**src/hw/serial_map.vh**
```
/*
  Register offsets, field positions and reset values of the asynchronous serial
  transceiver. Assumes a 32-bit classic Wishbone slave with byte addresses.

// Notes on behaviour
// - transmit pin held high when enabled and idle; released to port when disabled.
// - frame is one start bit, 8 or 9 data bits LSB first, one stop bit.
// - start bit drives the pin low, stop bit drives it high.
// - idle character is 10 high bit times (8-bit) or 11 (9-bit).
// - break is a frame-length run of low bits followed by one high bit.
// - breaks repeat while send-break is set; one high bit follows the last.
// - in 9-bit mode the ninth transmitted bit comes from the tx ninth-bit field.
// - enabling the transmitter first sends a 10 or 11 bit preamble of ones.
// - re-enabling mid-word sends preamble after the word, skips stop, drops buffered data.
// - tx empty and tx done clear on status read then data write.
// - data written while shifting waits in the holding buffer until the frame ends.
// - data written while idle loads the shifter, starts, and leaves tx empty set.
// - tx empty requests interrupt when enabled and both cpu mask bits are clear.
// - tx done sets after a stop bit or a break; interrupts when enabled.
// - receive enable starts the start-bit hunt; bits arrive LSB first.
// - in 9-bit mode the received ninth bit goes to the rx ninth-bit field.
// - completed character moves to rx holding buffer, sets rx full, may interrupt.
// - rx full clears on status read then data read.
// - idle line detection sets the idle flag and may interrupt.
// - character arriving while rx full sets overrun and keeps the old buffer.
// - overrun clears on status read then data read.
// - noise flag sets with rx full, no own interrupt, clears like rx full.
*/
`ifndef SERIAL_MAP_VH
`define SERIAL_MAP_VH

`define OFS_STATUS   8'h00
`define OFS_DATA     8'h04
`define OFS_CTRL1    8'h08
`define OFS_CTRL2    8'h0C
`define OFS_BAUD     8'h10

`define ST_TXEMPTY   7
`define ST_TXDONE    6
`define ST_RXFULL    5
`define ST_IDLE      4
`define ST_OVRN      3
`define ST_NOISE     2

`define C1_RXB9      7
`define C1_TXB9      6
`define C1_M         4

`define C2_TXE_IE    7
`define C2_TXD_IE    6
`define C2_RX_IE     5
`define C2_IDL_IE    4
`define C2_TXEN      3
`define C2_RXEN      2
`define C2_BRK       0

`define CTRL1_RST    8'h00
`define CTRL2_RST    8'h00
`define BAUD_RST     8'h14
`define BITS_8       4'hA
`define BITS_9       4'hB
`define OS_LAST      4'hF

`endif

```
**src/hw/serial_xcvr.v**
```verilog
/*
  Full-duplex asynchronous serial transceiver with a classic Wishbone register
  slave, 16x oversampled receiver and holding buffers in both directions.
  Assumes I_CPU_IMASK comes from cpu logic on I_MCLK and I_RXD from a pin.
*/
// The implementer's own choices: the Wishbone register port and the placing of the registers.
`timescale 1ns/1ps
`include "serial_map.vh"

module serial_xcvr (
  input  wire        I_MCLK,      // system clock, 40 MHz
  input  wire        I_RST_N,     // synchronous reset, active low
  input  wire        I_WB_CYC,    // wishbone cycle
  input  wire        I_WB_STB,    // wishbone strobe
  input  wire        I_WB_WE,     // wishbone write enable
  input  wire [7:0]  I_WB_ADR,    // wishbone byte address
  input  wire [3:0]  I_WB_SEL,    // wishbone byte selects
  input  wire [31:0] I_WB_DAT,    // wishbone write data
  output reg  [31:0] O_WB_DAT,    // wishbone read data
  output reg         O_WB_ACK,    // wishbone acknowledge
  input  wire [1:0]  I_CPU_IMASK, // cpu interrupt mask bits
  input  wire        I_RXD,       // serial receive pin
  output reg         O_TXD,       // serial transmit pin level
  output reg         O_TXD_OE,    // transmit pin driven by this block
  output reg         O_IRQ        // interrupt request
);

  localparam [4:0] TX_IDLE = 5'h01;
  localparam [4:0] TX_PRE  = 5'h02;
  localparam [4:0] TX_CHR  = 5'h04;
  localparam [4:0] TX_BRK  = 5'h08;
  localparam [4:0] TX_MARK = 5'h10;
  // the mark state exists only to close a break run;
  // without it a start bit right after a break
  // would be lost in the low level before it
  // and the far end could not find the frame

  function sel_reg;
    input [7:0] adr;
    input [7:0] ofs;
    begin
      sel_reg = (adr == ofs);
    end
  endfunction

  // builds a padded frame, start bit in bit 0;
  // unused top bits stay high so surplus shifts
  // after the stop bit keep the line at mark
  function [11:0] frame_word;
    input       nine;
    input       b9;
    input [7:0] data;
    begin
      if (nine)
        frame_word = {2'b11, b9, data, 1'b0};
      else
        frame_word = {3'b111, data, 1'b0};
    end
  endfunction

  reg  [7:0]  ctrl1_r;
  reg  [7:0]  ctrl2_r;
  reg  [7:0]  baud_r;
  reg  [7:0]  div_r;
  reg         tick_r;
  reg         sr_arm_r;
  reg         tx_buf_empty_flag_r;
  reg         tc_r;
  reg         rx_buf_full_flag_r;
  reg         idle_r;
  reg         or_r;
  reg         nf_r;
  reg  [7:0]  tdr_r;
  reg         tdr_t8_r;
  reg         tdr_full_r;
  reg  [7:0]  rdr_r;
  reg         r8_r;
  reg  [4:0]  tx_st_r;
  reg  [11:0] tx_sh_r;
  reg  [3:0]  tx_cnt_r;
  reg  [3:0]  tx_ph_r;
  reg         te_prev_r;
  reg         pend_pre_r;
  reg         rx_m_r;
  reg         rx_s_r;
  reg         rx_act_r;
  reg  [3:0]  rx_ph_r;
  reg  [3:0]  rx_bit_r;
  reg  [2:0]  rx_smp_r;
  reg         rx_noise_r;
  reg  [8:0]  rx_sh_r;
  reg  [7:0]  idle_cnt_r;
  reg         idle_arm_r;

  wire        mode9    = ctrl1_r[`C1_M];
  wire [3:0]  nbits    = mode9 ? `BITS_9 : `BITS_8;
  // control bits are plain levels; software owns them
  // and hardware never writes them back,
  // so no set and clear can collide here
  wire        te       = ctrl2_r[`C2_TXEN];
  wire        re       = ctrl2_r[`C2_RXEN];
  wire        send_break_ctl      = ctrl2_r[`C2_BRK];
  wire        acc      = I_WB_CYC & I_WB_STB & ~O_WB_ACK;
  wire        wr       = acc & I_WB_WE & I_WB_SEL[0];
  wire        rd       = acc & ~I_WB_WE;
  wire        st_rd    = rd & sel_reg(I_WB_ADR, `OFS_STATUS);
  wire        dat_rd   = rd & sel_reg(I_WB_ADR, `OFS_DATA);
  wire        dat_wr   = wr & sel_reg(I_WB_ADR, `OFS_DATA);
  wire        seq_wr   = dat_wr & sr_arm_r;
  wire        seq_rd   = dat_rd & sr_arm_r;
  wire        bit_tick = tick_r & (tx_ph_r == `OS_LAST);
  wire        te_rise  = te & ~te_prev_r;
  // a word cut short before its stop bit when the preamble is pending
  wire        tx_cut   = (tx_st_r == TX_CHR) & pend_pre_r & (tx_cnt_r == 4'h2);
  wire        tx_end   = (tx_st_r == TX_IDLE) | (tx_cnt_r == 4'h1) | tx_cut;
  wire        direct   = dat_wr & (tx_st_r == TX_IDLE) & te & ~pend_pre_r & ~send_break_ctl;
  wire [11:0] chr_frm  = frame_word(mode9, tdr_t8_r, tdr_r);
  wire [11:0] dir_frm  = frame_word(mode9, ctrl1_r[`C1_TXB9], I_WB_DAT[7:0]);
  wire        rx_maj   = (rx_smp_r[0] & rx_smp_r[1]) | (rx_smp_r[0] & rx_smp_r[2]) |
                         (rx_smp_r[1] & rx_smp_r[2]);
  wire        rx_eval  = tick_r & rx_act_r & (rx_ph_r == `OS_LAST);
  wire        rx_done  = rx_eval & (rx_bit_r == nbits - 4'h1);
  wire        rx_nz    = rx_noise_r | ~(&rx_smp_r | ~|rx_smp_r);
  wire        idle_hit = tick_r & ~rx_act_r & re & idle_arm_r & rx_s_r &
                         (idle_cnt_r == {nbits, 4'h0} - 8'h01);
  wire        cpu_ok   = (I_CPU_IMASK == 2'b00);

  // oversampling tick, 16 per bit time
  always @(posedge I_MCLK) begin
    if (!I_RST_N) begin
      div_r  <= 8'h00;
      tick_r <= 1'b0;
    end else if (div_r >= baud_r) begin
      div_r  <= 8'h00;
      tick_r <= 1'b1;
    end else begin
      div_r  <= div_r + 8'h01;
      tick_r <= 1'b0;
    end
  end

  // register slave: one wait state, ack for exactly one cycle
  always @(posedge I_MCLK) begin
    if (!I_RST_N) begin
      O_WB_ACK <= 1'b0;
      O_WB_DAT <= 32'h00000000;
      ctrl1_r  <= `CTRL1_RST;
      ctrl2_r  <= `CTRL2_RST;
      baud_r   <= `BAUD_RST;
      sr_arm_r <= 1'b0;
    end else begin
      O_WB_ACK <= acc;
      if (rd) begin
        case (I_WB_ADR)
          `OFS_STATUS: O_WB_DAT <= {24'h000000, tx_buf_empty_flag_r, tc_r, rx_buf_full_flag_r, idle_r, or_r, nf_r, 2'b00};
          `OFS_DATA:   O_WB_DAT <= {24'h000000, rdr_r};
          `OFS_CTRL1:  O_WB_DAT <= {24'h000000, r8_r, ctrl1_r[6:0]};
          `OFS_CTRL2:  O_WB_DAT <= {24'h000000, ctrl2_r};
          `OFS_BAUD:   O_WB_DAT <= {24'h000000, baud_r};
          default:     O_WB_DAT <= 32'h00000000;
        endcase
      end
      if (wr & sel_reg(I_WB_ADR, `OFS_CTRL1))
        ctrl1_r <= {1'b0, I_WB_DAT[6:0]};
      if (wr & sel_reg(I_WB_ADR, `OFS_CTRL2))
        ctrl2_r <= I_WB_DAT[7:0];
      if (wr & sel_reg(I_WB_ADR, `OFS_BAUD))
        baud_r <= I_WB_DAT[7:0];
      // status read arms the clear; the following data access consumes it
      if (st_rd)
        sr_arm_r <= 1'b1;
      else if (dat_rd | dat_wr)
        sr_arm_r <= 1'b0;
    end
  end

  // transmitter
  always @(posedge I_MCLK) begin
    if (!I_RST_N) begin
      tx_st_r    <= TX_IDLE;
      tx_sh_r    <= 12'hFFF;
      tx_cnt_r   <= 4'h0;
      tx_ph_r    <= 4'h0;
      te_prev_r  <= 1'b0;
      pend_pre_r <= 1'b0;
      tdr_r      <= 8'h00;
      tdr_t8_r   <= 1'b0;
      tdr_full_r <= 1'b0;
      tx_buf_empty_flag_r     <= 1'b1;
      tc_r       <= 1'b1;
      O_TXD      <= 1'b1;
      O_TXD_OE   <= 1'b0;
    end else begin
      te_prev_r <= te;
      O_TXD_OE  <= te;
      O_TXD     <= (tx_st_r == TX_IDLE) ? 1'b1 : tx_sh_r[0];
      if (tick_r)
        tx_ph_r <= tx_ph_r + 4'h1;
      if (seq_wr) begin
        tx_buf_empty_flag_r <= 1'b0;
        tc_r   <= 1'b0;
      end
      if (dat_wr & ~direct) begin
        tdr_r      <= I_WB_DAT[7:0];
        // ninth bit latched with the data, so a later change
        // of the control bit cannot reach a queued word
        tdr_t8_r   <= ctrl1_r[`C1_TXB9];
        tdr_full_r <= 1'b1;
      end
      if (te_rise) begin
        pend_pre_r <= 1'b1;
        if (tx_st_r != TX_IDLE)
          tdr_full_r <= 1'b0;
      end
      if (bit_tick) begin
        if (!tx_end) begin
          tx_sh_r  <= {1'b1, tx_sh_r[11:1]};
          tx_cnt_r <= tx_cnt_r - 4'h1;
        end else begin
          // event wins over a clear in the same cycle
          if ((tx_st_r == TX_CHR && !tx_cut) || tx_st_r == TX_BRK)
            tc_r <= 1'b1;
          if (te && pend_pre_r) begin
            tx_st_r    <= TX_PRE;
            tx_sh_r    <= 12'hFFF;
            tx_cnt_r   <= nbits;
            pend_pre_r <= te_rise;
          end else if (te && send_break_ctl) begin
            tx_st_r  <= TX_BRK;
            tx_sh_r  <= 12'h000;
            tx_cnt_r <= nbits;
          end else if (tx_st_r == TX_BRK) begin
            tx_st_r  <= TX_MARK;
            tx_sh_r  <= 12'hFFF;
            tx_cnt_r <= 4'h1;
          end else if (te && tdr_full_r && !(seq_wr && !dat_wr)) begin
            tx_st_r    <= TX_CHR;
            tx_sh_r    <= chr_frm;
            tx_cnt_r   <= nbits;
            tdr_full_r <= dat_wr & ~direct;
            tx_buf_empty_flag_r     <= 1'b1;
          end else begin
            tx_st_r  <= TX_IDLE;
            tx_cnt_r <= 4'h0;
          end
        end
      end
      if (direct) begin
        tx_st_r  <= TX_CHR;
        tx_sh_r  <= dir_frm;
        tx_cnt_r <= nbits;
        tx_ph_r  <= 4'h0;
        tx_buf_empty_flag_r   <= 1'b1;
      end
    end
  end

  // receiver: two-stage synchroniser, then 16x majority sampling
  // only the second stage is read; the first may be metastable
  // stop level is not checked, framing errors are not reported
  always @(posedge I_MCLK) begin
    if (!I_RST_N) begin
      rx_m_r     <= 1'b1;
      rx_s_r     <= 1'b1;
      rx_act_r   <= 1'b0;
      rx_ph_r    <= 4'h0;
      rx_bit_r   <= 4'h0;
      rx_smp_r   <= 3'h7;
      rx_noise_r <= 1'b0;
      rx_sh_r    <= 9'h000;
      rdr_r      <= 8'h00;
      r8_r       <= 1'b0;
      rx_buf_full_flag_r     <= 1'b0;
      or_r       <= 1'b0;
      nf_r       <= 1'b0;
      idle_r     <= 1'b0;
      idle_cnt_r <= 8'h00;
      idle_arm_r <= 1'b0;
    end else begin
      rx_m_r <= I_RXD;
      rx_s_r <= rx_m_r;
      if (seq_rd) begin
        rx_buf_full_flag_r <= 1'b0;
        or_r   <= 1'b0;
        nf_r   <= 1'b0;
        idle_r <= 1'b0;
      end
      if (!re) begin
        rx_act_r <= 1'b0;
      end else if (tick_r && !rx_act_r && !rx_s_r) begin
        rx_act_r   <= 1'b1;
        rx_ph_r    <= 4'h0;
        rx_bit_r   <= 4'h0;
        rx_noise_r <= 1'b0;
      end else if (tick_r && rx_act_r) begin
        rx_ph_r <= rx_ph_r + 4'h1;
        if (rx_ph_r >= 4'h7 && rx_ph_r <= 4'h9)
          rx_smp_r <= {rx_s_r, rx_smp_r[2:1]};
        if (rx_eval) begin
          rx_bit_r   <= rx_bit_r + 4'h1;
          rx_noise_r <= rx_nz;
          if (rx_bit_r == 4'h0 && rx_maj)
            rx_act_r <= 1'b0;                            // false start
          else if (rx_done)
            rx_act_r <= 1'b0;
          else if (rx_bit_r != 4'h0)
            rx_sh_r <= {rx_maj, rx_sh_r[8:1]};
        end
      end
      if (rx_done) begin
        idle_arm_r <= 1'b1;
        if (rx_buf_full_flag_r && !seq_rd) begin
          or_r <= 1'b1;
        end else begin
          rdr_r  <= mode9 ? rx_sh_r[7:0] : rx_sh_r[8:1];
          r8_r   <= mode9 & rx_sh_r[8];
          rx_buf_full_flag_r <= 1'b1;
          nf_r   <= rx_nz;
        end
      end
      // idle counts high oversample ticks after a character
      if (rx_act_r || !rx_s_r || !re)
        idle_cnt_r <= 8'h00;
      else if (tick_r && idle_arm_r)
        idle_cnt_r <= idle_cnt_r + 8'h01;
      if (idle_hit) begin
        idle_r     <= 1'b1;
        idle_arm_r <= 1'b0;
      end
    end
  end

  // single request line gated by the cpu mask
  always @(posedge I_MCLK) begin
    if (!I_RST_N)
      O_IRQ <= 1'b0;
    else
      // registered for a clean output; costs one cycle of latency
      // noise has no enable of its own, it rides on rx full
      // overrun shares the rx enable
      O_IRQ <= cpu_ok & ((tx_buf_empty_flag_r & ctrl2_r[`C2_TXE_IE]) |
                         (tc_r & ctrl2_r[`C2_TXD_IE]) |
                         ((rx_buf_full_flag_r | or_r) & ctrl2_r[`C2_RX_IE]) |
                         (idle_r & ctrl2_r[`C2_IDL_IE]));
  end

endmodule

```
**config.mk**
```make
export PLATFORM = sky130hd
export DESIGN_NAME = serial_xcvr
export DESIGN_NICKNAME = d
export VERILOG_FILES = /design/src/hw/serial_xcvr.v
export VERILOG_INCLUDE_DIRS = /design/src /design/src/hw
export SDC_FILE = /design/constraint.sdc
export NUM_CORES = 1
export LEC_CHECK = 0
export ABC_AREA = 1
export BUFFER_PORTS_ARGS = -buffer_cell sky130_fd_sc_hd__clkbuf_2
export CAP_MARGIN = 10
export CORE_MARGIN = 2
export CORE_UTILIZATION = 52
export CTS_CLUSTER_SIZE = 40
export DETAILED_ROUTE_END_ITERATION = 8
export PLACE_DENSITY = 0.85
export SLEW_MARGIN = 20
export SYNTH_ARGS = -nofsm -noshare
export SYNTH_HDL_FRONTEND = slang
export SYNTH_SLANG_ARGS = --single-unit
```
**constraint.sdc**
```tcl
create_clock -name I_MCLK -period 1.96 [get_ports I_MCLK]
set_input_delay 0.294 -clock I_MCLK [delete_from_list [all_inputs] [get_ports I_MCLK]]
set_output_delay 0.294 -clock I_MCLK [all_outputs]
set_load 0.005 [all_outputs]
```
== After elaboration in Yosys (flattened, before gate mapping) ==
Cells that the tools add are included.
Word-level totals
  bits in registers: 153
  logic and storage cells: 256
Cells by class
  reductions and logical operators: 52
  bitwise gates (word level): 63
  mux-type cells: 77
  add/sub/neg operators: 8
  order comparisons: 3
  eq/ne operators: 15
Operator list (count)
  12-bit 2-to-1 mux: 7
  4-bit 2-to-1 mux: 12
  1-bit 2-to-1 mux: 47
  8-bit case mux with 5 select lines: 1
  1-bit bitwise AND: 39
  10-bit 2-to-1 mux: 2
  8-bit by 1-bit adder with 8-bit output, second input constant: 2
  8-bit by 4-bit == test with 1-bit output, second input constant: 2
  5-bit 2-to-1 mux: 3
  1-bit logical AND: 13
  1-bit NOT: 13
  4-bit by 1-bit adder with 4-bit output, second input constant: 3
  3-bit 2-to-1 mux: 4
  2-bit AND reduction: 6
  2-bit nonzero test: 6
  1-bit OR: 11
  2-bit OR reduction: 5
  3-bit AND reduction: 3
  4-bit == test, second input constant: 2
  8-bit by 3-bit == test with 1-bit output, second input constant: 1
  8-bit by 5-bit == test with 1-bit output, second input constant: 1
  8-bit == test: 1
  8-bit greater-or-equal comparator: 1
  1-bit zero test: 8
  other kinds (22): 25

== Logic depth before layout (Yosys ltp) ==
Gate-level depths: netlist of the first run.
  depth in word-level cells: 20
  depth in mapped cells: 12
  mapped depth without buffers: 12

== Worst setup path before layout of the first run ==
OpenSTA, ideal clock, no wires.
  kind: reg-to-reg
  from: register tx_cnt_r[0]
  to: register tx_cnt_r[1]
  period minus slack after synthesis: 1.546 ns
  arrival: 1.480 ns
  required time: 1.894 ns
  cell stages (with the launch flop): 10
  buffers on the path: 1
  slack: 0.414 ns
  cells stage by stage: dfxtp_1 > inv_1 > ha_1 > nand2_1 > nor2_2 > nand2_2 > nand2_4 > buf_6 > or2_2 > a21oi_2
Between the ends
  longest elaborated chain between the ends: 6
  elaborated cells on any way between the ends: 9
  classes of those cells: add/sub: 1; eq/ne: 2; mux: 3; bitwise: 3
RTL lines
  start, declared: RTL line serial_xcvr.v:80  | reg [3:0] tx_cnt_r;
  start signal, assigned: RTL line serial_xcvr.v:218  | tx_cnt_r <= tx_cnt_r - 4'h1;
  start signal, assigned: RTL line serial_xcvr.v:226  | tx_cnt_r <= nbits;
  start signal, assigned: RTL line serial_xcvr.v:231  | tx_cnt_r <= nbits;
  4-bit by 1-bit == test with 1-bit output / 4-bit by 2-bit == test with 1-bit output (equally long branches): RTL line serial_xcvr.v:115, serial_xcvr.v:114
  1-bit OR / 1-bit bitwise AND (equally long branches): RTL line serial_xcvr.v:115, serial_xcvr.v:114
  1-bit OR: RTL line serial_xcvr.v:115  | wire tx_end = (tx_st_r == TX_IDLE) | (tx_cnt_r == 4'h1) | tx_cut;
  4-bit 2-to-1 mux *: RTL line serial_xcvr.v:216  | if (!tx_end) begin
  4-bit 2-to-1 mux *: RTL line serial_xcvr.v:215  | if (bit_tick) begin
  4-bit 2-to-1 mux *: RTL line serial_xcvr.v:248  | if (direct) begin
Mark *: on every way between the ends. The rest lies on a longest branch, timed or not. The select of a mux whose other input is x is not followed.
A chain may end at the register's enable or synchronous reset.

== Worst setup path after layout of the first run ==
  from: register rx_ph_r[1]
  to: register nf_r
Between the ends
  longest elaborated chain between the ends: 4
RTL lines
  start, declared: RTL line serial_xcvr.v:87  | reg [3:0] rx_ph_r;
  start signal, assigned: RTL line serial_xcvr.v:296  | rx_ph_r <= rx_ph_r + 4'h1;
  4-bit == test (no source line)
  1-bit bitwise AND: RTL line serial_xcvr.v:121  | wire rx_eval = tick_r & rx_act_r & (rx_ph_r == `OS_LAST);
  1-bit bitwise AND: RTL line serial_xcvr.v:122  | wire rx_done = rx_eval & (rx_bit_r == nbits - 4'h1);
  1-bit 2-to-1 mux: RTL line serial_xcvr.v:310  | if (rx_done) begin
  end signal, assigned: RTL line serial_xcvr.v:318  | nf_r <= rx_nz;
  end, declared: RTL line serial_xcvr.v:72  | reg nf_r;
Every way passes these cells.

==> out/metrics.yaml, run 1 <==
post_drt_via_cell_ratio: 5.165
dp_hpwl_mm: 10.25
ctsResizeCount: 0
worstReg2RegStart: "rx_ph_r[1]$_SDFFE_PN0P_"
overflow: 0
synth_edf_count: 0
arrival_ns: 2.15
synth.top_cells.by_count: "179 x sky130_fd_sc_hd__nand2_1, 129 x sky130_fd_sc_hd__dfxtp_1, 111 x sky130_fd_sc_hd__inv_1"
avgSynthCellArea_sq_um: 7.107
floorplan.core_area_sq_um: 12520
num-fill-cells: 1120
clk_pin_slew_worst_paths_ns: 0.06
maxCapViolations: 0
final_antenna_net_count: 0
dpl_cell_area_sq_um: 6865
crit_path_max_cell_delay_ns: 0.40
ctsHtreeMaxLevel: 4
hold_viol_final: 0
cts_buffers: 17
tritoncts: "built"
critPathLaunchType: "flip-flop"
die_area_sq_um: 13600
post-route-drc-count: 0
synth_top_cell_area_share_pct: 39.16
vias: 5971
timing.hold.ws_ns: 0.02975
timing.reg2reg.worst_path_depth: 10
detail_route.wirelength_mm: 14.85
worstHoldStart: "I_CPU_IMASK[1]"
status: "completed"
setup.worst_path.start: "rx_ph_r[1]$_SDFFE_PN0P_"
syn_inst: 928
ys_async_sr_fraction_pct: 0
regArea_sq_um: 2582
ys_dominant_reg_cell: "sky130_fd_sc_hd__dfxtp_1"
antenna_found_initial: 0
insertedDiodeCount: 0
worst_skew_pair.late_latency_ns: 0.42
nets: 1043
capturing_element_type_of_the_critical_path: "flip-flop"
setup_viol_count_final: 0
fin_crit_sh_pct: 93.39
placement_rows: 41
grt_pass1_vias: 5348
final_routed_wire_length_divided_by_cell_count_um: 12.85
whs_path_depth: 2
grtUsageTotal_pct: 22.48
place_congestion: 0.8404
boundaryPins: 88
max-vdd-ir-drop_mv: 0.6462
fmaxAchievable_ghz: 0.5463
yosysWarnings: 0
grt_start_max_net_pins: 79
power_density_nw_per_um2: 818.7
synth.ff_latch_count: 129
grt_setup_unrepaired: "false"
totalNegativeSetupSlack_ns: 0
critical_path_peak_fanout: 10
cells_traversed_along_the_worst_timing_path: "ha_1, inv_1, nor3_4, nand4_1, clkinv_1, nand2_2, clkinv_2, nand2_1, nand2_1, inv_1"
starting_drt_drc_count: 491
cts_max_path_buffers: 2
clkSinkCount: 129
criticalPathCategory: "flip-flop to flip-flop"
dr.pass1.iters: 6
io_buffers: 36
regToRegSetupSlack_ns: 0.13
clock-root-buffer: "sky130_fd_sc_hd__clkbuf_16"
seq_total_area_yosys_pct: 39.16
floorplan.die.height_um: 116.6
drive_above_1_share_pct: 13.21
critical-path-slowest-cell: "sky130_fd_sc_hd__dfxtp_1"
synth_top_area_cell: "sky130_fd_sc_hd__dfxtp_1"
synth_area_sq_um: 6595
relSlewSlack_pct: 62.55
worstPathRequired_ns: 2.28
worst_r2r_endpoint: "nf_r$_SDFF_PN0_"
syn2layout_area_growth_pct: 13.83
netlist-cell-type-count: 46
grt_pass1_wl_mm: 23.97
timing.final.max_slew_violations: 0
total_leakage_power_nw: 3.382
initial_core_util_pct: 52.69
timing.clock.skew_ns: 0.005169
worst-slew-pin-transition_ns: 0.5612
layout.cell_area.non_filler_sq_um: 7507
post-synth-top-count-cell: "sky130_fd_sc_hd__nand2_1"
final.min_clock_period_ns: 1.830
multiInputGateArea_sq_um: 3298
hold_path_end: "O_IRQ$_SDFF_PN0_"
hold_path.class: "primary input to flip-flop"
floorplan.die.width_um: 116.6
ys_top_cells_by_area: "sky130_fd_sc_hd__dfxtp_1 39%, sky130_fd_sc_hd__nand2_1 10%, sky130_fd_sc_hd__o21ai_0 6.6%, sky130_fd_sc_hd__inv_1 6.3%, sky130_fd_sc_hd__nand3_1 5.4%"
## state kept, by name, indices dropped and copies added, names as in the netlist, 5 cells and up
register / flops
tx_st_r: 5
ctrl1_r: 7
rx_sh_r: 9
idle_cnt_r: 8
div_r: 8
baud_r: 8
O_WB_DAT: 8
tx_sh_r: 12
rdr_r: 8
ctrl2_r: 8
tdr_r: 8
## stage by stage
step	worst slack, ns	cells	power, mW	utilization [%]
final	0.1296	1156	6.146	59.98
after global routing	0.005304	1156	6.327	59.98
after CTS	0.08996	1153	6.183	59.80
after detailed placement	0.1164	1122	2.881	54.85
after global placement	0.1704	1122	2.879	54.85
after floorplan	0.4140	951	2.842	-
## layer usage
| layer | part of all wire [%] | global-route usage (%) | vias to the layer above |
|---|---|---|---|
| met5 | 0 | 0 | - |
| met4 | 2.2 | 10.35 | 0 |
| met1 | 44 | 27.89 | 2699 |
| li1 | - | - | 3047 |
| met2 | 48 | 36.67 | 196 |
| met3 | 5.7 | 5.968 | 29 |
## worst max path at each step
stage | cells after the start | slack [ns] | endpoint
after global placement | 10 | 0.17 | tx_sh_r[1]$_SDFFE_PN1P_
final | 10 | 0.13 | nf_r$_SDFF_PN0_
after detailed placement | 8 | 0.12 | ctrl2_r[4]$_SDFFE_PN0P_
after floorplan | 9 | 0.41 | tx_cnt_r[1]$_SDFFE_PN0P_
after global routing | 10 | 0.005 | nf_r$_SDFF_PN0_
after CTS | 10 | 0.09 | nf_r$_SDFF_PN0_
## final cells by class
class,instances,share of cell area [%]
Multi-Input combinational cell,646,43.93
Sequential cell,129,34.40
Inverter,125,6.283
Clock buffer,21,6.133
Timing Repair Buffer,53,4.267
Tap cell,172,2.867
Clock inverter,10,2.117
## cells by family after synthesis
| family | share of synthesized area (%) |
|---|---|
| and+or+nand+nor | 28.25 |
| AOI/OAI and AO/OA | 15.18 |
| buffers and inverters | 12.14 |
| DFF | 39.16 |
| adders and majority gates | 3.605 |
| xor gates and xnor gates | 1.461 |
| other | 0.05686 |
| muxes | 0.1518 |
## cells in the final DEF (no fill, tap or decap), types with 9 or more instances in the layout
cell type | synthesis | final
sky130_fd_sc_hd__nand2_1 | 179 | 179
sky130_fd_sc_hd__dfxtp_1 | 129 | 129
sky130_fd_sc_hd__inv_1 | 111 | 111
sky130_fd_sc_hd__nor2_1 | 91 | 91
sky130_fd_sc_hd__o21ai_0 | 87 | 87
sky130_fd_sc_hd__nand3_1 | 71 | 71
sky130_fd_sc_hd__a21oi_1 | 70 | 70
sky130_fd_sc_hd__clkbuf_2 | 0 | 36
sky130_fd_sc_hd__conb_1 | 1 | 24
sky130_fd_sc_hd__ha_1 | 19 | 19
sky130_fd_sc_hd__clkbuf_16 | 0 | 17
sky130_fd_sc_hd__buf_4 | 27 | 16
sky130_fd_sc_hd__nor3_1 | 12 | 12
sky130_fd_sc_hd__nand2_2 | 10 | 10
sky130_fd_sc_hd__inv_2 | 9 | 9
sky130_fd_sc_hd__a211oi_1 | 9 | 9
## critical path: cells and delay by family, from the launching register on
family | cells | cell delay (ns)
adder cells (fa/ha/maj) | 1 | 0.19
buffers and inverters | 4 | 0.43
flip-flops | 1 | 0.40
AND/OR/NAND/NOR | 5 | 0.71
## timing repair
action                                  4_1_cts  5_1_grt
hold buffers                                  0        0
endpoints found under the setup margin        0       11
setup buffers                                 0        3
## where the power goes
part,total (mW),internal [mW],switching (mW)
clock network,3.32,2.18,1.14
registers,2.65,2.64,0.0103
logic,0.180,0.0581,0.122
Power figures use the tool's default switching activity.
==> inputs of run 2 (changes only) <==
--- a/config.mk
+++ b/config.mk
@@ -6,7 +6,7 @@
 export SDC_FILE = /design/constraint.sdc
 export NUM_CORES = 1
 export LEC_CHECK = 0
-export ABC_AREA = 1
+export ABC_AREA = 0
 export BUFFER_PORTS_ARGS = -buffer_cell sky130_fd_sc_hd__clkbuf_2
 export CAP_MARGIN = 10
 export CORE_MARGIN = 2
==> run 2 against run 1 <==
Effect of this change: first-iteration DRC count increased by 2.6%; clock-buffer cell count unchanged; sequential power about the same; maximum frequency decreased by 4.3%; setup slack got worse by 0.083 ns; largest cell class unchanged; highest routed layer unchanged.
==> out/metrics.yaml, run 2 <==
status: "completed"
capturing_element_type_of_the_critical_path: "flip-flop"
ys_top_cells_by_area: "sky130_fd_sc_hd__dfxtp_1 40%, sky130_fd_sc_hd__mux2i_1 6.3%, sky130_fd_sc_hd__nand2_1 5.3%, sky130_fd_sc_hd__ha_1 3.6%, sky130_fd_sc_hd__nor2_1 3.2%"
detail_route.wirelength_mm: 16.90  # +14%
most-common-layout-cells: "123 x sky130_fd_sc_hd__dfxtp_1, 90 x sky130_fd_sc_hd__nand2_1, 82 x sky130_fd_sc_hd__buf_4, 53 x sky130_fd_sc_hd__nor2_1, 39 x sky130_fd_sc_hd__mux2i_1"
tritoncts: "built"
dpl_cell_area_sq_um: 7380  # +7.5%
largest_register_ffs: 12  # unchanged
max-vdd-ir-drop_mv: 0.5764  # -11%
worst_skew_pair.late_latency_ns: 0.43  # about the same
critical_path_peak_fanout: 5  # -5
final.min_clock_period_ns: 1.913  # +0.08291 ns
final_antenna_net_count: 0  # unchanged
worstPathRequired_ns: 2.27  # about the same
io_buffers: 36  # unchanged
fin_crit_sh_pct: 97.62  # +4.2 points
clock-root-buffer: "sky130_fd_sc_hd__clkbuf_16"
cts_max_path_buffers: 2  # unchanged
placement_rows: 40  # -2.4%
totalPowerFinal_mw: 6.185  # +0.63%
boundaryPins: 88  # unchanged
drive_above_1_share_pct: 25.00  # +12 points
ys_dominant_reg_cell: "sky130_fd_sc_hd__dfxtp_1"
power_density_nw_per_um2: 751.9  # -8.2%
switching_share_pct: 21.40  # +0.75 points
largest_reg_by_ff_count: "tx_sh_r"
setup_viol_count_final: 0  # unchanged
biggestRegsByFlops: "tx_sh_r x12, rx_sh_r x9"
syn_inst: 735  # -21%
synth_area_sq_um: 6536  # -0.89%
synth_top_cell_area_share_pct: 39.51  # +0.35 points
critical-path-slowest-cell: "sky130_fd_sc_hd__or4_4"
vias: 5860  # -1.9%
worst_r2r_endpoint: "ctrl1_r[4]$_SDFFE_PN0P_"
insertedDiodeCount: 0  # unchanged
netlist-cell-type-count: 71  # +54%
cts_buffers: 17  # unchanged
hold_viol_final: 0  # unchanged
grt_start_max_net_pins: 55  # -30%
whs_path_depth: 2  # unchanged
timing.final.max_slew_violations: 0  # unchanged
total_leakage_power_nw: 3.432  # +1.5%
place_congestion: 0.8910  # +6.0%
critical-path-top-delay-family: "simple AND/OR/NAND/NOR gates"
antenna_found_initial: 0  # unchanged
hold_fix_buffer_count_after_cts: 0  # unchanged
clkSinkCount: 129  # unchanged
timing.critical_path.buf_inv: 1  # -3
floorplan.core_area_sq_um: 12160  # -2.8%
starting_drt_drc_count: 504  # +2.6%
grt_pass1_wl_mm: 26.91  # +12%
timing.reg2reg.worst_path_depth: 7  # -3
hold_path_end: "rx_m_r$_SDFF_PN1_"
arrival_ns: 2.22  # +0.07 ns
post_drt_via_cell_ratio: 5.723  # +11%
layout.cell_area.non_filler_sq_um: 8225  # +9.6%
timing.clock.skew_ns: 0.01120  # +0.006034 ns
part_of_the_power_in_combinational_logic_pct: 4.1  # +1.2 points
synth.ff_latch_count: 129  # unchanged
dr.pass1.iters: 6  # unchanged
clkPwrFrac_pct: 53.1  # -0.9 points
avgSynthCellArea_sq_um: 8.893  # +25%
num-fill-cells: 884  # -21%
post-synth-top-count-cell: "sky130_fd_sc_hd__dfxtp_1"
critPathLaunchType: "flip-flop"
synth_top_area_cell: "sky130_fd_sc_hd__dfxtp_1"
crit_path_max_cell_delay_ns: 0.50  # +0.10 ns
synth.top_cells.by_count: "129 x sky130_fd_sc_hd__dfxtp_1, 92 x sky130_fd_sc_hd__nand2_1, 55 x sky130_fd_sc_hd__nor2_1"
die_area_sq_um: 13480  # -0.86%
cells_traversed_along_the_worst_timing_path: "and3b_2, and3_4, nand2_2, or4_4, buf_6, mux2i_2, nor2b_1"
floorplan.die.width_um: 116.1  # -0.43%
share_of_the_core_filled_with_cells_pct: 67.63  # +7.7 points
power.net_switching_mw: 1.324  # +4.3%
nets: 915  # -12%
yosysWarnings: 0  # unchanged
power.share.sequential_pct: 42.8  # -0.3 points
criticalPathCategory: "flip-flop to flip-flop"
overflow: 0  # unchanged
intPower_mw: 4.861  # -0.32%
fmaxAchievable_ghz: 0.5227  # -4.3%
hold_path.class: "primary input to flip-flop"
ys_async_sr_fraction_pct: 0  # unchanged
grt_pass1_vias: 5618  # +5.0%
final_routed_wire_length_divided_by_cell_count_um: 16.51  # +28%
seq_total_area_yosys_pct: 39.51  # +0.35 points
grt_setup_unrepaired: "true"
floorplan.die.height_um: 116.1  # -0.43%
post-route-drc-count: 0  # unchanged
ctsHtreeMaxLevel: 4  # unchanged
synth_edf_count: 0  # unchanged
initial_core_util_pct: 53.74  # +1.1 points
maxCapViolations: 0  # unchanged
layout.cells.most_common: "sky130_fd_sc_hd__dfxtp_1"
worstReg2RegStart: "O_WB_ACK$_SDFF_PN0_"
worstHoldStart: "I_RXD"
grtUsageTotal_pct: 25.74  # +3.3 points
clk_pin_slew_worst_paths_ns: 0.05  # about the same
dp_hpwl_mm: 11.45  # +12%
regToRegSetupSlack_ns: 0.05  # -0.08 ns
syn2layout_area_growth_pct: 25.84
==> run 2: final cells by class <==
| cell class | instances | area [sq um] | share of cell area, % |
|---|---|---|---|
| Clock buffer | 21 | 480.5 | 5.841 |
| Clock inverter | 10 | 132.6 | 1.612 |
| Inverter | 22 | 82.58 | 1.004 |
| Multi-Input combinational cell | 547 | 3795 | 46.14 |
| Sequential cell | 129 | 2592 | 31.52 |
| Tap cell | 168 | 210.2 | 2.556 |
| Timing Repair Buffer | 127 | 932.1 | 11.33 |
==> run 2: logic make-up (layout without fill, tap and decap cells) <==
family,after synthesis,in the layout,synth area share [%]
flip-flops,129,129,39.51
buffers and inverters,82,180,6.528
AND/OR/NAND/NOR,296,296,23.05
XOR/XNOR,17,17,2.278
multiplexers,47,47,8.346
other,1,24,0.05737
AO/OA/AOI/OAI,143,143,16.44
adder cells (fa/ha/maj),20,20,3.790
==> run 2: through the flow <==
| stage | setup TNS, ns | cells | setup WS (ns) | hold WS, ns |
|---|---|---|---|---|
| after floorplan | 0 | 758 | 0.005474 | 0.3863 |
| after global placement | -0.4291 | 986 | -0.04659 | 0.3939 |
| after detailed placement | -1.275 | 986 | -0.1002 | 0.3916 |
| after CTS | 0 | 1017 | 0.0006879 | 0.06235 |
| after global routing | -0.07043 | 1024 | -0.02116 | 0.07707 |
| final | 0 | 1024 | 0.04672 | 0.05688 |
==> run 2: power groups by stage <==
stage                     sequential (mW)  combinational [mW]  clock [mW]
final                                2.65               0.253        3.29
after global routing                 2.65               0.275        3.42
after detailed placement             2.70               0.239           0
after floorplan                      2.70               0.157           0
after global placement               2.70               0.236           0
after CTS                            2.65               0.246        3.30
==> run 2: layer usage <==
| layer | GRT usage, % | routed length [um] |
|---|---|---|
| met5 | 0 | 0 |
| met1 | 31.53 | 6851 |
| met3 | 6.072 | 1233 |
| met4 | 12.78 | 601 |
| met2 | 42.69 | 8216 |
==> run 2: what timing repair did <==
item | CTS | global route
pin swaps | 1 | 18
hold endpoints to repair | 0 | 0
setup buffers | 0 | 9
endpoints found under the setup margin | 15 | 52
resized for setup | 16 | 39
==> run 2: worst max path at each step <==
stage	from	to	slack, ns	depth (start not counted)
after floorplan	tx_cnt_r[0]$_SDFFE_PN0P_	tdr_full_r$_SDFF_PN0_	0.005	8
after global placement	I_WB_ADR[7]	ctrl1_r[4]$_SDFFE_PN0P_	-0.05	7
after detailed placement	I_WB_ADR[7]	ctrl1_r[3]$_SDFFE_PN0P_	-0.10	7
after CTS	O_WB_ACK$_SDFF_PN0_	ctrl1_r[4]$_SDFFE_PN0P_	0.0007	8
after global routing	tx_cnt_r[0]$_SDFFE_PN0P_	tx_sh_r[1]$_SDFFE_PN1P_	-0.02	10
final	O_WB_ACK$_SDFF_PN0_	ctrl1_r[4]$_SDFFE_PN0P_	0.05	7
==> inputs of run 3 (changes only) <==
--- a/config.mk
+++ b/config.mk
@@ -7,13 +7,13 @@
 export NUM_CORES = 1
 export LEC_CHECK = 0
 export ABC_AREA = 0
-export BUFFER_PORTS_ARGS = -buffer_cell sky130_fd_sc_hd__clkbuf_2
 export CAP_MARGIN = 10
 export CORE_MARGIN = 2
 export CORE_UTILIZATION = 52
 export CTS_CLUSTER_SIZE = 40
 export DETAILED_ROUTE_END_ITERATION = 8
-export PLACE_DENSITY = 0.85
+export DONT_BUFFER_PORTS = 1
+export PLACE_DENSITY = 0.79
 export SLEW_MARGIN = 20
 export SYNTH_ARGS = -nofsm -noshare
 export SYNTH_HDL_FRONTEND = slang
==> run 3 against run 2 <==
Effect of this change: sequential cell count is the same; final area decreased by 5.1%; combinational power decreased by 45%; sequential share of layout area increased by 1.7 points; critical path depth rose by 2; utilization shrank 3.4 points; setup slack better by 0.0019 ns; critical endpoint is now tx_sh_r[7]$_SDFFE_PN1P_.
==> out/metrics.yaml, run 3 (synthesized netlist as in run 2, its figures left out) <==
layout.cells.most_common: "sky130_fd_sc_hd__dfxtp_1"
critPathLaunchType: "flip-flop"
worstPathRequired_ns: 2.28  # about the same
part_of_the_power_in_combinational_logic_pct: 2.4  # -1.7 points
clkSinkCount: 129  # unchanged
timing.clock.skew_ns: 0.005338  # -0.005866 ns
total_leakage_power_nw: 3.141  # -8.5%
worst-slew-pin-transition_ns: 0.8306
io_buffers: 0  # -100%
final.min_clock_period_ns: 1.911  # -0.001950 ns
initial_core_util_pct: 53.74  # unchanged
timing.final.max_slew_violations: 0  # unchanged
power.net_switching_mw: 1.284  # -3.0%
fmaxAchievable_ghz: 0.5232  # +0.10%
power_density_nw_per_um2: 747.0  # -0.65%
arrival_ns: 2.23  # about the same
setup_viol_count_final: 0  # unchanged
grt_pass1_wl_mm: 25.47  # -5.3%
grt_setup_unrepaired: "true"
grt_pass1_vias: 5226  # -7.0%
clkPwrFrac_pct: 52.2  # -0.9 points
antenna_found_initial: 0  # unchanged
num-fill-cells: 951  # +7.6%
largest_register_ffs: 12  # unchanged
hold_path.class: "primary input to flip-flop"
place_congestion: 0.8541  # -4.1%
overflow: 0  # unchanged
worst_setup_slack_before_clock_tree_synthesis_ns: -0.1302  # -0.02997 ns
worstHoldStart: "I_RST_N"
boundaryPins: 88  # unchanged
floorplan.die.width_um: 116.1  # unchanged
placement_rows: 40  # unchanged
syn2layout_area_growth_pct: 19.47
grt_start_max_net_pins: 95  # +73%
starting_drt_drc_count: 499  # -0.99%
whs_path_depth: 1  # -1
floorplan.die.height_um: 116.1  # unchanged
final_antenna_net_count: 0  # unchanged
power.share.sequential_pct: 45.4  # +2.6 points
switching_share_pct: 22.01  # +0.61 points
ctsHtreeMaxLevel: 4  # unchanged
largest_reg_by_ff_count: "tx_sh_r"
dr.pass1.iters: 8  # +2
worst_skew_pair.late_latency_ns: 0.43  # about the same
clock-root-buffer: "sky130_fd_sc_hd__clkbuf_16"
grtUsageTotal_pct: 24.23  # -1.5 points
final_routed_wire_length_divided_by_cell_count_um: 16.93  # +2.5%
timing.reg2reg.worst_path_depth: 9  # +2
vias: 5608  # -4.3%
cts_max_path_buffers: 2  # unchanged
placed_cells_incl_taps: 923  # -6.4%
hold_viol_final: 0  # unchanged
maxCapViolations: 0  # unchanged
detail_route.wirelength_mm: 16.35  # -3.3%
share_of_the_core_filled_with_cells_pct: 64.21  # -3.4 points
floorplan.core_area_sq_um: 12160  # unchanged
fin_crit_sh_pct: 97.52  # -0.099 points
drive_above_1_share_pct: 18.17  # -6.8 points
insertedDiodeCount: 0  # unchanged
post_drt_via_cell_ratio: 5.805  # +1.4%
capturing_element_type_of_the_critical_path: "flip-flop"
die_area_sq_um: 13480  # unchanged
max-vdd-ir-drop_mv: 0.6450  # +12%
most-common-layout-cells: "123 x sky130_fd_sc_hd__dfxtp_1, 90 x sky130_fd_sc_hd__nand2_1, 57 x sky130_fd_sc_hd__buf_4, 55 x sky130_fd_sc_hd__nor2_1, 41 x sky130_fd_sc_hd__mux2i_1"
regToRegSetupSlack_ns: 0.05  # about the same
clk_pin_slew_worst_paths_ns: 0.06  # about the same
worstReg2RegStart: "tx_cnt_r[0]$_SDFFE_PN0P_"
nets: 856  # -6.4%
relSlewSlack_pct: 44.42
criticalPathCategory: "flip-flop to flip-flop"
critical_path_peak_fanout: 4  # -1
post-route-drc-count: 0  # unchanged
status: "completed"
cts_buffers: 17  # unchanged
fin_cells: 966  # -5.7%
totalPowerFinal_mw: 5.833  # -5.7%
tritoncts: "built"
hold_path_end: "rx_ph_r[0]$_SDFFE_PN0P_"
worst_r2r_endpoint: "tx_sh_r[7]$_SDFFE_PN1P_"
dp_hpwl_mm: 10.80  # -5.7%
intPower_mw: 4.549  # -6.4%
biggestRegsByFlops: "tx_sh_r x12, rx_sh_r x9"
final.setup.worst_slack_ns: 0.04867  # +0.001950 ns
run 3: final cells by class:
type	instances	area, sq um	share of cell area [%]
Clock buffer	20	466.7	5.977
Timing Repair Buffer	68	579.3	7.419
Tap cell	168	210.2	2.692
Clock inverter	12	107.6	1.378
Multi-Input combinational cell	547	3770	48.28
Sequential cell	129	2592	33.20
Inverter	22	82.58	1.058
run 3: critical path, cell delays in order, from the launching register on:
cell and delay [ns]:
sky130_fd_sc_hd__dfxtp_2 0.32, sky130_fd_sc_hd__buf_4 0.13, sky130_fd_sc_hd__ha_2 0.18, sky130_fd_sc_hd__a22oi_2 0.24
sky130_fd_sc_hd__nand2_2 0.13, sky130_fd_sc_hd__buf_6 0.15, sky130_fd_sc_hd__a211oi_4 0.25, sky130_fd_sc_hd__buf_4 0.17
sky130_fd_sc_hd__nor2_1 0.04, sky130_fd_sc_hd__o22a_1 0.20
run 3: what timing repair did:
item                       4_1_cts  5_1_grt
resized for setup               12       36
hold buffers                     3        0
pin swaps                        4       11
setup endpoints to repair       13       38
buffers inserted                 2        5
hold endpoints to repair        14        0
gates cloned                     0        1
run 3: routing by layer:
layer / part of all wire, % / track usage, %
met4: 1.6 / 7.540
met1: 43 / 30.54
met2: 49 / 40.70
met5: 0 / 0
met3: 7.3 / 6.591
run 3: worst max path at each step:
stage	start	to	slack, ns
floorplan	tx_cnt_r[0]$_SDFFE_PN0P_	tdr_full_r$_SDFF_PN0_	0.005
global placement	tx_cnt_r[0]$_SDFFE_PN0P_	tx_sh_r[7]$_SDFFE_PN1P_	-0.10
detailed placement	tx_cnt_r[1]$_SDFFE_PN0P_	tx_sh_r[6]$_SDFFE_PN1P_	-0.13
CTS	tx_cnt_r[0]$_SDFFE_PN0P_	tx_sh_r[10]$_SDFFE_PN1P_	0.004
global route	tx_cnt_r[0]$_SDFFE_PN0P_	tx_st_r[2]$_SDFFE_PN0P_	-0.05
finish	tx_cnt_r[0]$_SDFFE_PN0P_	tx_sh_r[7]$_SDFFE_PN1P_	0.05
run 3: power by group through the flow:
stage                     Clock (mW)  Combinational [mW]  Sequential, mW
after floorplan                    0               0.157            2.70
after global placement             0               0.116            2.71
after detailed placement           0               0.121            2.71
after CTS                       3.07               0.134            2.65
after global routing            3.18               0.154            2.65
final                           3.05               0.139            2.65
run 3: stage by stage:
stage / hold WS [ns] / cell area (sq um) / setup TNS (ns)
2_1_floorplan: 0.3863 / 6638 / 0
3_3_place_gp: 0.3688 / 6984 / -0.6187
3_5_place_dp: 0.3687 / 6984 / -0.9455
4_1_cts: 0.0002474 / 7620 / 0
5_1_grt: 0.005570 / 7809 / -0.3663
6_report: 0.01430 / 7809 / 0
